<file path="config.mk">
export PLATFORM = sky130hd
export DESIGN_NAME = swc_wake_cfg
export DESIGN_NICKNAME = d
export VERILOG_FILES = /design/src/include/swc_pkg.sv /design/src/verilog/swc_wake_detect.sv /design/src/verilog/swc_wake_cfg.sv
export SDC_FILE = /design/constraint.sdc
export NUM_CORES = 1
export LEC_CHECK = 0
export ABC_AREA = 1
export BUFFER_PORTS_ARGS = -buffer_cell sky130_fd_sc_hd__buf_2
export CAP_MARGIN = 15
export CORE_ASPECT_RATIO = 0.8
export CORE_UTILIZATION = 40
export CTS_BUF_LIST = sky130_fd_sc_hd__clkbuf_16
export CTS_CLUSTER_SIZE = 8
export DETAILED_ROUTE_END_ITERATION = 8
export GPL_TIMING_DRIVEN = 1
export PLACE_DENSITY = 0.6
export REMOVE_ABC_BUFFERS = 1
export SLEW_MARGIN = 5
export SYNTH_ARGS = -nofsm -noshare
export SYNTH_HDL_FRONTEND = slang
export SYNTH_SLANG_ARGS = --single-unit
</file>
<file path="constraint.sdc">
create_clock -name pclk -period 4.8 [get_ports pclk]
set_clock_uncertainty 0.2 [all_clocks]
set_input_delay 0.96 -clock pclk [delete_from_list [all_inputs] [get_ports pclk]]
set_output_delay 0.96 -clock pclk [all_outputs]
set_load 0.01 [all_outputs]
</file>
<file path="src/include/swc_pkg.sv">
// constants and types for the standby wake-up source configuration block
// What this block and its software must do
// RULE1: twelve external and eight key inputs may end stop, sleep and idle.
// RULE2: clock and pulse counter interrupts may end only the sleep state.
// RULE3: mode code 00 low, 01 high, 10 falling edge, 11 rising edge.
// RULE4: every mode field resets to 10, falling edge.
// RULE5: enable bit 0 blocks a source, 1 lets it end standby.
// RULE6: one byte per source from the low byte; mode bits 5:4, enable bit 0.
// RULE7: bits 7, 6, 3, 2 and 1 of each byte read zero, writes ignored.
// RULE8: every enable bit resets to 0.
// RULE9: sources four to seven use the same layout in the second register.
// RULE10: software programs a proper mode before enabling a source.
// RULE11: software sets the key wake source to high level before use.
// RULE12: software changes settings only with interrupts disabled.
// RULE13: an enabled source meeting its condition raises a wake request.
// RULE14: a disabled source never causes a wake request.
package swc_pkg;

    // =====================================================================
    // sources
    localparam int unsigned NUM_SRC  = 15;
    localparam int unsigned NUM_SLOT = 16;
    localparam int unsigned SRC_KEY  = 12;
    localparam int unsigned SRC_RTC  = 13;
    localparam int unsigned SRC_QUAD = 14;
    localparam logic [NUM_SLOT-1:0] SLEEP_ONLY_MASK = 16'h6000;
    localparam logic [NUM_SLOT-1:0] SLOT_USED_MASK  = 16'h7fff;

    // =====================================================================
    // register byte addresses
    localparam logic [31:0] WAKE_CFG_SRC0_3_ADDR  = 32'hffffee10;
    localparam logic [31:0] WAKE_CFG_SRC4_7_ADDR  = 32'hffffee14;
    localparam logic [31:0] WAKE_CFG_SRC8_11_ADDR = 32'hffffee18;
    localparam logic [31:0] WAKE_CFG_AUX_ADDR     = 32'hffffee1c;
    localparam logic [31:0] WAKE_HIT_ADDR         = 32'hffffee20;

    // =====================================================================
    // byte lane layout and reset values
    localparam int unsigned LANE_W  = 8;
    localparam int unsigned EN_BIT  = 0;
    localparam int unsigned MODE_LO = 4;
    localparam logic [31:0] CFG_RD_MASK = 32'h31313131;
    localparam logic [1:0]  MODE_RESET  = 2'h2;
    localparam logic        EN_RESET    = 1'h0;
    localparam logic [31:0] RDATA_IDLE  = 32'h00000000;

    // =====================================================================
    // types
    typedef enum logic [1:0] {
        SWC_MODE_LOW  = 2'h0,
        SWC_MODE_HIGH = 2'h1,
        SWC_MODE_FALL = 2'h2,
        SWC_MODE_RISE = 2'h3
    } swc_mode_t;

    typedef enum logic [1:0] {
        SWC_RUN,
        SWC_STOP,
        SWC_SLEEP,
        SWC_IDLE
    } swc_standby_t;

endpackage

</file>
<file path="src/verilog/swc_wake_detect.sv">
// one wake source: input synchroniser, level and edge condition check
`timescale 1ns/1ps
`default_nettype none

module swc_wake_detect
    import swc_pkg::*;
#(
    parameter bit SYNC_IN = 1'b1
)
(
    input  wire logic      pclk,
    input  wire logic      presetn,
    input  wire logic      src_in,
    input  wire logic      enable,
    input  wire swc_mode_t mode,
    output logic           hit
);

    typedef struct packed {
        logic s1;
        logic s2;
        logic s3;
        logic level;
        logic hit;
    } swc_det_st_t;

    swc_det_st_t st_q;
    swc_det_st_t st_d;
    logic        lvl_new;
    logic        cond;

    // =====================================================================
    // next state
    // pins pass three flops; a change counts once stages two and three agree
    always_comb begin
        st_d    = st_q;
        st_d.s1 = src_in;
        st_d.s2 = st_q.s1;
        st_d.s3 = st_q.s2;
        if (SYNC_IN) begin
            lvl_new = (st_q.s2 == st_q.s3) ? st_q.s3 : st_q.level;
        end else begin
            lvl_new = src_in;
        end
        st_d.level = lvl_new;
        // edges compare the agreed level against the previous one
        case (mode)
            SWC_MODE_LOW:  cond = !lvl_new;                 // see RULE3
            SWC_MODE_HIGH: cond = lvl_new;                  // see RULE3
            SWC_MODE_FALL: cond = st_q.level && !lvl_new;   // see RULE13
            SWC_MODE_RISE: cond = !st_q.level && lvl_new;   // see RULE13
            default:       cond = 1'b0;
        endcase
        st_d.hit = enable && cond;                          // see RULE14
    end

    // =====================================================================
    // state register
    always_ff @(posedge pclk or negedge presetn) begin
        if (!presetn) begin
            st_q <= '0;
        end else begin
            st_q <= st_d;
        end
    end

    assign hit = st_q.hit;
endmodule

`default_nettype wire

</file>
<file path="src/verilog/swc_wake_cfg.sv">
// apb register file and wake request logic for the standby wake sources
//
// Register access over APB was chosen for this implementation.
`timescale 1ns/1ps
`default_nettype none

module swc_wake_cfg
    import swc_pkg::*;
#(
    parameter int unsigned NUM_EXT = 12,
    parameter int unsigned NUM_KEY = 8
)
(
    input  wire logic               pclk,
    input  wire logic               presetn,
    input  wire logic               psel,
    input  wire logic               penable,
    input  wire logic               pwrite,
    input  wire logic [31:0]        paddr,
    input  wire logic [31:0]        pwdata,
    input  wire logic [3:0]         pstrb,
    output logic [31:0]             prdata,
    output logic                    pready,
    output logic                    pslverr,
    input  wire logic [NUM_EXT-1:0] ext_irq,
    input  wire logic [NUM_KEY-1:0] key_wake_input,
    input  wire logic               rtc_wake_irq,
    input  wire logic               quad_counter_wake_irq,
    input  wire swc_standby_t       standby_mode,
    output logic                    wake_request
);

    // =====================================================================
    // parameter checks
    // the register map holds twelve external slots and one shared key slot
    if (NUM_EXT < 1 || NUM_EXT > 12) begin : g_bad_ext
        $error("NUM_EXT must be 1 to 12");
    end
    if (NUM_KEY < 1 || NUM_KEY > 8) begin : g_bad_key
        $error("NUM_KEY must be 1 to 8");
    end

    // =====================================================================
    // state
    typedef struct packed {
        logic [NUM_SLOT-1:0]   en;
        logic [2*NUM_SLOT-1:0] mode;
        logic [31:0]           prdata;
        logic                  pready;
        logic                  pslverr;
        logic                  wake;
    } swc_st_t;

    swc_st_t st_q;
    swc_st_t st_d;

    logic [NUM_SLOT-1:0] hits;
    logic [NUM_EXT-1:0]  ext_hit;
    logic [NUM_KEY-1:0]  key_hit;
    logic                rtc_hit;
    logic                quad_hit;
    logic                cfg_sel;
    logic                hit_sel;
    logic [1:0]          grp;
    logic [31:0]         rd_val;
    logic [NUM_SLOT-1:0] allow;
    logic                wr_done;
    logic                rd_done;

    // =====================================================================
    // detectors
    // the eight key inputs share one configuration slot
    genvar gi;
    generate
        for (gi = 0; gi < NUM_EXT; gi++) begin : g_ext
            swc_wake_detect #(.SYNC_IN(1'b1)) u_det (
                .pclk    (pclk),
                .presetn (presetn),
                .src_in  (ext_irq[gi]),
                .enable  (st_q.en[gi]),
                .mode    (swc_mode_t'(st_q.mode[2*gi +: 2])),
                .hit     (ext_hit[gi])
            );
        end
        for (gi = 0; gi < NUM_KEY; gi++) begin : g_key
            swc_wake_detect #(.SYNC_IN(1'b1)) u_det (
                .pclk    (pclk),
                .presetn (presetn),
                .src_in  (key_wake_input[gi]),
                .enable  (st_q.en[SRC_KEY]),
                .mode    (swc_mode_t'(st_q.mode[2*SRC_KEY +: 2])),
                .hit     (key_hit[gi])
            );
        end
    endgenerate

    // clock and counter interrupts come from on-chip logic, so no synchroniser
    swc_wake_detect #(.SYNC_IN(1'b0)) u_rtc (
        .pclk    (pclk),
        .presetn (presetn),
        .src_in  (rtc_wake_irq),
        .enable  (st_q.en[SRC_RTC]),
        .mode    (swc_mode_t'(st_q.mode[2*SRC_RTC +: 2])),
        .hit     (rtc_hit)
    );

    swc_wake_detect #(.SYNC_IN(1'b0)) u_quad (
        .pclk    (pclk),
        .presetn (presetn),
        .src_in  (quad_counter_wake_irq),
        .enable  (st_q.en[SRC_QUAD]),
        .mode    (swc_mode_t'(st_q.mode[2*SRC_QUAD +: 2])),
        .hit     (quad_hit)
    );

    // gather hits into the slot map; missing external slots stay quiet
    always_comb begin
        hits = '0;
        for (int i = 0; i < NUM_EXT; i++) begin
            hits[i] = ext_hit[i];
        end
        hits[SRC_KEY]  = |key_hit;
        hits[SRC_RTC]  = rtc_hit;
        hits[SRC_QUAD] = quad_hit;
    end

    // =====================================================================
    // address decode
    always_comb begin
        cfg_sel = 1'b1;
        hit_sel = 1'b0;
        grp     = 2'h0;
        case (paddr)
            WAKE_CFG_SRC0_3_ADDR:  grp = 2'h0;
            WAKE_CFG_SRC4_7_ADDR:  grp = 2'h1;   // see RULE9
            WAKE_CFG_SRC8_11_ADDR: grp = 2'h2;
            WAKE_CFG_AUX_ADDR:     grp = 2'h3;
            WAKE_HIT_ADDR: begin
                cfg_sel = 1'b0;
                hit_sel = 1'b1;
            end
            default: cfg_sel = 1'b0;
        endcase
    end

    // read view: four byte lanes, reserved bits forced to zero
    always_comb begin
        rd_val = RDATA_IDLE;
        if (cfg_sel) begin
            for (int k = 0; k < 4; k++) begin
                rd_val[k*LANE_W + EN_BIT]       = st_q.en[4*grp + k];          // see RULE6
                rd_val[k*LANE_W + MODE_LO +: 2] = st_q.mode[2*(4*grp + k) +: 2]; // see RULE6
            end
            rd_val = rd_val & CFG_RD_MASK;                                     // see RULE7
        end else if (hit_sel) begin
            rd_val[NUM_SLOT-1:0] = hits & SLOT_USED_MASK;
        end
    end

    // =====================================================================
    // standby classes
    // stop and idle ignore the sleep-only sources; running raises nothing
    always_comb begin
        case (standby_mode)
            SWC_STOP:  allow = SLOT_USED_MASK & ~SLEEP_ONLY_MASK;   // see RULE1
            SWC_IDLE:  allow = SLOT_USED_MASK & ~SLEEP_ONLY_MASK;   // see RULE2
            SWC_SLEEP: allow = SLOT_USED_MASK;                      // see RULE2
            default:   allow = '0;
        endcase
    end

    // =====================================================================
    // next state
    // one wait state: pready rises in the second access cycle, so the
    // registered read data and error flag are ready before completion
    assign wr_done = psel && penable && st_q.pready && pwrite;
    assign rd_done = psel && penable && st_q.pready && !pwrite;

    always_comb begin
        st_d         = st_q;
        st_d.pready  = 1'b0;
        st_d.pslverr = 1'b0;
        if (psel && penable && !st_q.pready) begin
            st_d.pready  = 1'b1;
            st_d.prdata  = pwrite ? RDATA_IDLE : rd_val;
            st_d.pslverr = !(cfg_sel || hit_sel);
        end
        // writes land only at the completing edge; status is read-only
        if (wr_done && cfg_sel) begin
            for (int k = 0; k < 4; k++) begin
                if (pstrb[k] && SLOT_USED_MASK[4*grp + k]) begin
                    st_d.en[4*grp + k] = pwdata[k*LANE_W + EN_BIT];           // see RULE5
                    st_d.mode[2*(4*grp + k) +: 2] = pwdata[k*LANE_W + MODE_LO +: 2];
                end
            end
        end
        st_d.wake = |(hits & allow);                                       // see RULE13
    end

    // =====================================================================
    // state register
    // modes come up as falling edge and every source disabled
    always_ff @(posedge pclk or negedge presetn) begin
        if (!presetn) begin
            st_q.en      <= {NUM_SLOT{EN_RESET}};     // see RULE8
            st_q.mode    <= {NUM_SLOT{MODE_RESET}};   // see RULE4
            st_q.prdata  <= RDATA_IDLE;
            st_q.pready  <= 1'b0;
            st_q.pslverr <= 1'b0;
            st_q.wake    <= 1'b0;
        end else begin
            st_q <= st_d;
        end
    end

    assign prdata       = st_q.prdata;
    assign pready       = st_q.pready;
    assign pslverr      = st_q.pslverr;
    assign wake_request = st_q.wake;
endmodule

`default_nettype wire

</file>
==> results of run 1 <==
## cells by family after synthesis
logic type,after synthesis,share of synthesized area [%]
simple gates,369,22.91
flops,176,57.82
buf+inv,123,7.897
compound gates,115,8.257
fa+ha+maj,22,3.074
other cells,1,0.04900
## worst max-delay path: stages
cell and delay (ns):
buf_2 0.09, nor2_1 0.15, nand2_1 0.15, nor2_8 0.31, nand2_4 0.18, nor2_4 0.51, ha_1 0.42, nand3_1 0.25
nand2_1 0.10, o21ai_0 0.08
## metrics by stage
stage | cells | setup WS, ns | util, % | hold slack, ns
final | 1159 | 1.686 | 47.80 | 0.1467
after global routing | 1159 | 1.434 | 47.80 | 0.1520
after CTS | 1159 | 1.676 | 47.80 | 0.1501
after detailed placement | 1127 | 1.225 | 44.63 | 0.1347
after global placement | 1127 | 1.238 | 44.63 | 0.1325
after floorplan | 770 | 1.640 | - | 0.1312
## layer usage
layer | GRT usage (%) | vias to the layer above | share of wire [%]
met4 | 6.055 | 0 | 1.4
met2 | 25.63 | 138 | 42
li1 | - | 2756 | -
met5 | 0 | - | 0
met3 | 4.301 | 19 | 4.8
met1 | 27.46 | 2569 | 52
## layout make-up
type                    count  area (um2)  share of cell area [%]
flip-flops and latches    176        4424                   50.19
multi-input cells         517        2661                   30.19
repair buffers            104       536.8                   6.089
clock buffers              17       425.4                   4.826
well taps                 253       316.6                   3.591
inverters                  77       292.8                   3.322
clock inverters            15       157.7                   1.789
## state kept, by name, indices dropped and copies added, names as in the netlist
register          count
g_ext.u_det.hit      12
g_ext.u_det.st_d     24
g_ext.u_det.st_q     24
g_key.u_det.hit       8
g_key.u_det.st_d     16
g_key.u_det.st_q     16
prdata               21
pready                1
pslverr               1
st_q                 48
u_quad.hit            1
u_quad.st_q           1
u_rtc.hit             1
u_rtc.st_q            1
wake_request          1
## final timing paths
path / start / to / slack [ns] / cells after the start
min in group asynchronous: presetn / g_ext[3].u_det.st_q[2] / 0.40 / 1
hold / removal: g_ext[9].u_det.st_d[3] / g_ext[9].u_det.st_d[2] / 0.15 / 0
setup reg to reg: pready / prdata[29] / 2.58 / 7
max in group asynchronous: presetn / st_q[64] / 2.94 / 2
hold reg to reg: g_ext[9].u_det.st_d[3] / g_ext[9].u_det.st_d[2] / 0.15 / 0
setup / recovery: paddr[7] / st_q[78] / 1.69 / 10
## Yosys cell counts, types with 2 or more instances
master / instances
o211ai_1: 12
o21ai_0: 35
dfrtp_1: 160
a21oi_1: 22
buf_4: 33
nand2_4: 7
buf_2: 6
clkinv_1: 2
nand2_1: 205
nand3_1: 49
nand4_1: 19
nor2_4: 5
nor2_1: 51
o21ai_1: 40
ha_1: 6
maj3_1: 16
o211a_1: 4
inv_2: 5
nor2_2: 5
nand2_2: 6
nand3_4: 2
nor4_1: 3
dfstp_2: 16
or2_2: 10
inv_1: 68
clkbuf_1: 5
nor2_8: 4
## power by group through the flow
stage,clock (mW),combinational [mW],sequential (mW)
after global routing,1.48,0.159,1.57
after detailed placement,0,0.141,1.59
after CTS,1.41,0.141,1.56
final,1.38,0.137,1.56
after floorplan,0,0.0591,1.58
after global placement,0,0.138,1.59
==> results.yml, run 1 <==
run_status:
  status: "finished clean"
placed_design:
  place_congestion: 0.8100
  hpwlAfterDp_um: 11530
  place.port_buffers: 100
  dpl_cell_area_um2: 8232
yosys:
  ys_warn_count: 0
  synth.area.top_cells: "dfrtp_1 (52%), nand2_1 (10%), dfstp_2 (5.5%)"
  synthCells: 806
  syn_avg_cell_area_um2: 9.494
  ys_ff_latch: 176
  synth_top_cell_by_area: "dfrtp_1"
  synth_top_area_share_pct: 52.32
  syn_area_um2: 7652
  synth_edf_count: 0
  ys_seq_area_share_pct: 57.82
  ys_async_sr_fraction_pct: 100.0
  ys_types: 37
  ys.flop_type: "dfrtp_1"
power_and_ir_drop:
  peakVddDrop_mv: 0.2143
  switching_power_uw: 716.3
  sequentialPowerShare_pct: 50.8
  leakage_nw: 4.215
  internal_power_mw: 2.361
  pwr-share-comb_pct: 4.5
  finalPower_mw: 3.077
  swShare_pct: 23.28
  powerDensity_nw_per_um2: 349.1
  clkPwrFrac_pct: 44.7
worst_setup_path:
  worst-path-max-fanout: 21
  worstSetupEndpointType: "register"
  required_ns: 4.91
  worstSetupPathType: "primary input to register"
  start_kind: "primary input"
  cp.arrival_ns: 3.23
sta:
  max_freq_mhz: 321.1
  tightest_slew_ns: 0.9213
  final.setup.tns_ns: 0
  hold_violations: 0
  rsz0062_at_grt: "no"
  finalSetupViolCount: 0
  post-route-period-util_pct: 64.88
  final-max-slew-violation-count: 0
  maxSlewHeadroom_pct: 38.58
  finalWorstPathRequiredPeriod_ns: 3.114
floorplan:
  start_util_pct: 41.49
  die_h_um: 125.7
  die_w_um: 156.6
  io-pin-count: 132
  core-area_um2: 18440
  rows: 44
  die_area_um2: 19690
cells_and_area:
  insertedDiodeCount: 0
  drive_above_1_share_pct: 21.96
  mostFrequentLayoutCells: "nand2_1 (205), dfrtp_1 (160), buf_2 (99)"
  finalInstanceArea_um2: 8815
  final_common_cell: "nand2_1"
  syn_to_final_growth_pct: 15.19
  fillers: 1743
  layout.nets: 996
clock_network:
  cts_resized: 0
  clk_latency_ns: 0.43
  cts_buffers: 17
  holdBufCountCts: 0
  cts_tree: "yes"
  cts_sinks: 176
  cts_buffer_depth: 2
  htreeDepth: 4
  cts_setup_buffers: 0
  root_buffer: "clkbuf_16"
  clk_pin_slew_ns: 0.07
routing:
  drtIter0Drc: 310
  vias: 5482
  ant_nets: 0
  vias_per_cell: 4.730
  wire_per_inst_um: 14.14
  drt-total-wl_um: 16390
  first_pass_iters: 5
  drc: 0
min_path:
  hp-class: "register to register"
run:
  drv_cap: 0
global_route:
  grt_max_degree: 101
  grt.total_usage_pct: 18.24
  grt_first_pass_wirelength_um: 27030
  gr-total-overflow: 0
  antenna_found_initial: 0
  grt_pass1_vias: 5161
No activity file was read; power rests on OpenSTA's default activity.
==> run 2: changes to the inputs <==
--- a/config.mk
+++ b/config.mk
@@ -5,7 +5,7 @@
 export SDC_FILE = /design/constraint.sdc
 export NUM_CORES = 1
 export LEC_CHECK = 0
-export ABC_AREA = 1
+export ABC_AREA = 0
 export BUFFER_PORTS_ARGS = -buffer_cell sky130_fd_sc_hd__buf_2
 export CAP_MARGIN = 15
 export CORE_ASPECT_RATIO = 0.8
==> constraint.sdc (replaced) <==
create_clock -name pclk -period 3.1 [get_ports pclk]
set_clock_uncertainty 0.2 [all_clocks]
set_input_delay 0.62 -clock pclk [delete_from_list [all_inputs] [get_ports pclk]]
set_output_delay 0.62 -clock pclk [all_outputs]
set_load 0.01 [all_outputs]
==> run 2 against run 1 <==
Compared with the run above: combinational power increased by 110%; routed wire length increased by 9.8%; clock power increased by 54%; core utilization rose by 1.4 points; sequential share of layout area shrank 1.4 points; final cell count fell by 15%; power rose by 57%; clock-buffer cell count unchanged; global-route usage up 1.3 points; first-iteration DRC count increased by 27%; largest cell class unchanged; largest power group unchanged.
==> results.yml, run 2 <==
cells_and_area:
  fillers: 1630
  mostFrequentLayoutCells: "dfrtp_1 (160), buf_2 (99), mux2_2 (44)"
  fin_cells: 990
  syn_to_final_growth_pct: 18.78
  regMostFlops: "st_q"
  drive_above_1_share_pct: 34.06
  multi_input_area_um2: 2883
  layout.nets: 827
  register_area_um2: 4424
  final_common_cell: "dfrtp_1"
  largest_register_ffs: 48
  insertedDiodeCount: 0
floorplan:
  die_area_um2: 19660
  rows: 44
  die_w_um: 156.5
  die_h_um: 125.6
  io-pin-count: 132
  start_util_pct: 41.42
  core-area_um2: 18440
sta:
  maxSlewHeadroom_pct: 57.41
  hold_violations: 0
  finalSetupViolCount: 0
  max_freq_mhz: 328.8
  post-route-period-util_pct: 98.10
  tightest_slew_ns: 0.6388
  final.setup.tns_ns: 0
  final-max-slew-violation-count: 0
  finalWorstPathRequiredPeriod_ns: 3.041
  rsz0062_at_grt: "no"
worst_setup_path:
  max_stage_delay_ns: 0.58
  worst-path-max-fanout: 4
  r2r_cells: 6
  cpMaxStageDelayCell: "or4_1"
  required_ns: 3.20
  startpoint: "paddr[31]"
  worstSetupEndpointType: "register"
  cpLargestDelayFamily: "simple AND/OR/NAND/NOR gates"
  cp.arrival_ns: 3.15
  worstSetupPathType: "primary input to register"
  rr_startpoint: "pready"
  crit_path_cell_trace: "buf_2 > nand4_1 > or4_1 > or3_1 > nor2_1 > ha_1 > nand3_1 > nor4_2 > buf_4 > mux2_2"
  reg2reg_to: "prdata[6]"
  cp_num_buf_inv: 2
  start_kind: "primary input"
  rrSetupSlack_ns: 0.42
placed_design:
  place.port_buffers: 100
  place_congestion: 0.8488
  hpwlAfterDp_um: 13340
  dpl.cell_count: 957
global_route:
  gr-total-overflow: 0
  grt_max_degree: 68
  grt_pass1_vias: 5262
  antenna_found_initial: 1
  grt_first_pass_wirelength_um: 28670
  grt.total_usage_pct: 19.56
clock_network:
  root_buffer: "clkbuf_16"
  cts_buffers: 17
  cts_tree: "yes"
  cts_setup_buffers: 0
  htreeDepth: 4
  cts_buffer_depth: 2
  cts_sinks: 176
  clk_latency_ns: 0.43
  clk_pin_slew_ns: 0.07
min_path:
  hold_path_depth: 1
  hp-class: "primary input to register"
  hp-start: "ext_irq[1]"
  min_to: "g_ext[1].u_det.st_d[3]"
yosys:
  synthCells: 613
  yosysMostFrequentCell: "dfrtp_1"
  synth_top_area_share_pct: 52.41
  ys_async_sr_fraction_pct: 100.0
  ys_warn_count: 0
  synth_commonest_cells: "dfrtp_1 (160), mux2_2 (44), nand2_1 (39)"
  synth_top_cell_by_area: "dfrtp_1"
  syn_area_um2: 7640
  synth.area.top_cells: "dfrtp_1 (52%), mux2_2 (6.5%), dfstp_2 (5.5%)"
  ys_ff_latch: 176
  ys.flop_type: "dfrtp_1"
  ys_seq_area_share_pct: 57.91
  synth_edf_count: 0
  ys_types: 51
  syn_avg_cell_area_um2: 12.46
routing:
  drtIter0Drc: 393
  first_pass_iters: 5
  wire_per_inst_um: 18.18
  drc: 0
  drt-total-wl_um: 18000
  vias_per_cell: 5.213
  ant_nets: 0
  vias: 5161
power_and_ir_drop:
  clkPwrFrac_pct: 44.2
  leakage_nw: 4.123
  powerDensity_nw_per_um2: 531.3
  finalPower_mw: 4.821
  internal_power_mw: 3.637
  swShare_pct: 24.57
  switching_power_mw: 1.184
  pwr-share-comb_pct: 5.9
  peakVddDrop_mv: 0.3420
  sequentialPowerShare_pct: 49.8
run_status:
  status: "finished clean"
run:
  drv_cap: 0
run 2: cell count changes after synthesis, moves of 38 or more:
cell and delta:
o21ai_1 -40, inv_1 -57, mux2_2 +44, xnor2_1 +38, nor2_1 -44, nand2_1 -166
run 2: power by group through the flow:
stage | sequential [mW] | combinational [mW] | clock, mW
floorplan | 2.44 | 0.118 | 0
global placement | 2.44 | 0.280 | 0
detailed placement | 2.45 | 0.289 | 0
CTS | 2.40 | 0.290 | 2.18
global route | 2.41 | 0.316 | 2.29
finish | 2.40 | 0.285 | 2.13
run 2: how the worst max path moves through the flow:
stage / end / cells past startpoint
CTS: st_q[52] / 9
floorplan: st_q[82] / 8
detailed placement: st_q[51] / 9
global placement: st_q[81] / 10
global route: st_q[81] / 10
finish: st_q[81] / 10
run 2: worst reg2reg max path, stage by stage (launching register included):
cell      delay (ns)
dfrtp_1         0.44
nand3b_1        0.45
buf_4           0.31
nor2_1          0.45
nor4bb_1        0.39
buf_4           0.24
a22o_1          0.15
run 2: layer usage:
| layer | share of wire, % | vias to the layer above | global-route usage (%) |
|---|---|---|---|
| met5 | 0 | - | 0 |
| met4 | 1.1 | 0 | 5.825 |
| met3 | 6.8 | 14 | 5.781 |
| met2 | 46 | 181 | 29.41 |
| met1 | 46 | 2580 | 27.33 |
| li1 | - | 2386 | - |
run 2: repair_timing:
action,CTS,global route
hold buffers,1,0
gates resized for setup,0,2
endpoints found under the setup margin,0,2
endpoints found under the hold margin,2,0
run 2: cell type report:
type,count,area share [%]
Multi-Input combinational cell,378,31.77
Tap cell,253,3.488
Clock buffer,17,4.688
Timing Repair Buffer,139,8.976
Clock inverter,15,1.834
Inverter,12,0.4963
Sequential cell,176,48.75
run 2: kinds of logic after synthesis:
family | after synthesis | synth area share [%]
AOI/OAI and AO/OA | 61 | 5.748
adders and majority gates | 26 | 3.603
buffers and inverters | 69 | 5.028
xor gates and xnor gates | 38 | 4.356
and+or+nand+nor | 182 | 14.71
DFF | 176 | 57.91
other | 1 | 0.04908
muxes | 60 | 8.598
run 2: metrics by stage:
| step | setup slack [ns] | cell area [um2] | utilization, % | hold WS, ns |
|---|---|---|---|---|
| final | 0.05881 | 9075 | 49.21 | 0.08803 |
| after global routing | 0.0003642 | 9075 | 49.21 | 0.06185 |
| after CTS | 0.08525 | 9067 | 49.17 | 0.07009 |
| after detailed placement | -0.3513 | 8466 | 45.90 | 0.1364 |
| after global placement | -0.2996 | 8466 | 45.90 | 0.1316 |
| after floorplan | -0.9428 | 7338 | - | 0.1244 |
==> run 3: changes to the inputs <==
==> constraint.sdc (replaced) <==
create_clock -name pclk -period 3.1 [get_ports pclk]
set_clock_uncertainty 0.2 [all_clocks]
set_input_delay 0.31 -clock pclk [delete_from_list [all_inputs] [get_ports pclk]]
set_output_delay 0.31 -clock pclk [all_outputs]
set_load 0.01 [all_outputs]
==> run 3 against run 2 <==
Compared with the run above: final area is 2.8% higher; core utilization is 1.4 points higher; flip-flop and latch count stayed put; power is 0.28% higher; sequential share of layout area is 1.3 points lower; register-to-register slack better by 0.43 ns; highest routed layer unchanged.
==> results.yml, run 3 (same netlist as run 2, synthesis figures left out) <==
floorplan:
  die_w_um: 156.5
  core-area_um2: 18440
  io-pin-count: 132
  start_util_pct: 41.42
  die_area_um2: 19660
  die_h_um: 125.6
  rows: 44
clock_network:
  cts_setup_buffers: 0
  cts_buffers: 17
  cts_resized: 0
  htreeDepth: 4
  cts_buffer_depth: 2
  clk_latency_ns: 0.43
  clk_pin_slew_ns: 0.07
  cts_sinks: 176
  cts_tree: "yes"
  root_buffer: "clkbuf_16"
power_and_ir_drop:
  leakage_nw: 4.208
  powerDensity_nw_per_um2: 518.5
  peakVddDrop_mv: 0.2838
global_route:
  antenna_found_initial: 0
  grt_max_degree: 73
  grt_first_pass_wirelength_um: 28140
  gr-total-overflow: 0
  grt.total_usage_pct: 19.18
  grt_pass1_vias: 5102
routing:
  drc: 0
  wire_per_inst_um: 17.24
  vias: 5221
  first_pass_iters: 5
  drt-total-wl_um: 17450
  ant_nets: 0
  vias_per_cell: 5.159
  drtIter0Drc: 379
cells_and_area:
  final_common_cell: "dfrtp_1"
  regMostFlops: "st_q"
  syn_to_final_growth_pct: 22.06
  drive_above_1_share_pct: 31.09
  fillers: 1621
  largest_register_ffs: 48
  mostFrequentLayoutCells: "dfrtp_1 (160), buf_2 (99), mux2_2 (44)"
  finalInstanceArea_um2: 9325
  layout.nets: 849
  insertedDiodeCount: 0
worst_setup_path:
  cp.arrival_ns: 2.93
  cpLargestDelayFamily: "simple AND/OR/NAND/NOR gates"
  worstSetupPathType: "primary input to register"
  start_kind: "primary input"
  r2r_cells: 4
  crit_path_cell_trace: "buf_2 > nand4_1 > or4_1 > or3_1 > or2_2 > ha_1 > nand3b_1 > a211oi_1 > mux2_2"
  required_ns: 3.27
  max_stage_delay_ns: 0.59
  cp.depth: 9
  worst-path-max-fanout: 8
  worstSetupEndpointType: "register"
  cpMaxStageDelayCell: "or4_1"
  cp_num_buf_inv: 1
run_status:
  status: "finished clean"
placed_design:
  hpwlAfterDp_um: 12570
  place.port_buffers: 100
  place_congestion: 0.8439
  dpl_cell_area_um2: 8396
  dp_slack_ns: -0.05302
sta:
  maxSlewHeadroom_pct: 52.84
  post-route-period-util_pct: 88.87
  rsz0062_at_grt: "no"
  finalSetupViolCount: 0
  final-max-slew-violation-count: 0
  holdWs_ns: 0.02231
  tightest_slew_ns: 0.7074
  hold_violations: 0
  finalWorstPathRequiredPeriod_ns: 2.755
  worst_slack_ns: 0.3450
  max_freq_mhz: 363.0
min_path:
  hold_path_depth: 3
  hp-class: "primary input to register"
run:
  drv_cap: 0
[run 3: cell types whose count changed in the layout (fill, tap and decap cells not counted), sizes merged]
cell,previous run,this run
clkinvlp,0,2
bufinv,1,2
buf,138,127
dlygate4sd3,1,34
inv,21,15
clkinv,5,8
[run 3: area by class of cell]
cell class | count | area (um2) | share of cell area (%)
clock buffer | 17 | 425.4 | 4.562
clock inverter | 15 | 163.9 | 1.758
timing repair buffer | 161 | 1075 | 11.53
inverter | 12 | 45.04 | 0.4830
multi-input combinational | 378 | 2875 | 30.83
tap | 253 | 316.6 | 3.395
sequential | 176 | 4424 | 47.44
[run 3: power breakdown]
part / total [mW] / internal (mW) / switching (mW)
clock: 2.12 / 1.20 / 0.923
sequential: 2.40 / 2.37 / 0.0376
combinational: 0.312 / 0.146 / 0.167
total: 4.83 / 3.71 / 1.13
[run 3: path summary, 6_finish.rpt]
kind	start	endpoint	slack, ns
max	paddr[31]	st_q[52]	0.35
min	pwdata[4]	st_q[59]	0.02
max reg2reg	pready	st_q[43]	0.85
min reg2reg	g_ext[2].u_det.st_d[3]	g_ext[2].u_det.st_d[2]	0.14
max in group asynchronous	presetn	st_q[60]	1.63
min in group asynchronous	presetn	g_ext[6].u_det.st_q[2]	0.25
[run 3: worst min-delay path, stage by stage]
cell and delay, ns:
buf_2 0.11, nand4_1 0.10, mux2i_1 0.08
[run 3: through the flow]
step	util [%]	power [mW]	TNS [ns]	std cells
after floorplan	-	2.555	-18.15	566
after global placement	45.52	2.721	0	946
after detailed placement	45.52	2.730	-0.1776	946
after CTS	50.56	4.894	0	1012
after global routing	50.56	5.041	0	1012
final	50.56	4.835	0	1012
[run 3: per-layer routing]
metal  part of all wire [%]  vias up  GRT usage (%)
met3                    5.3       21          5.058
met2                     45      164          28.36
met5                      0        -              0
met1                     48     2610          27.54
met4                    1.7        0          5.882
li1                       -     2426              -
[run 3: timing repair]
| item | CTS | global route |
|---|---|---|
| endpoints found under the setup margin | 0 | 0 |
| hold endpoints to repair | 102 | 0 |
| hold buffers | 34 | 0 |
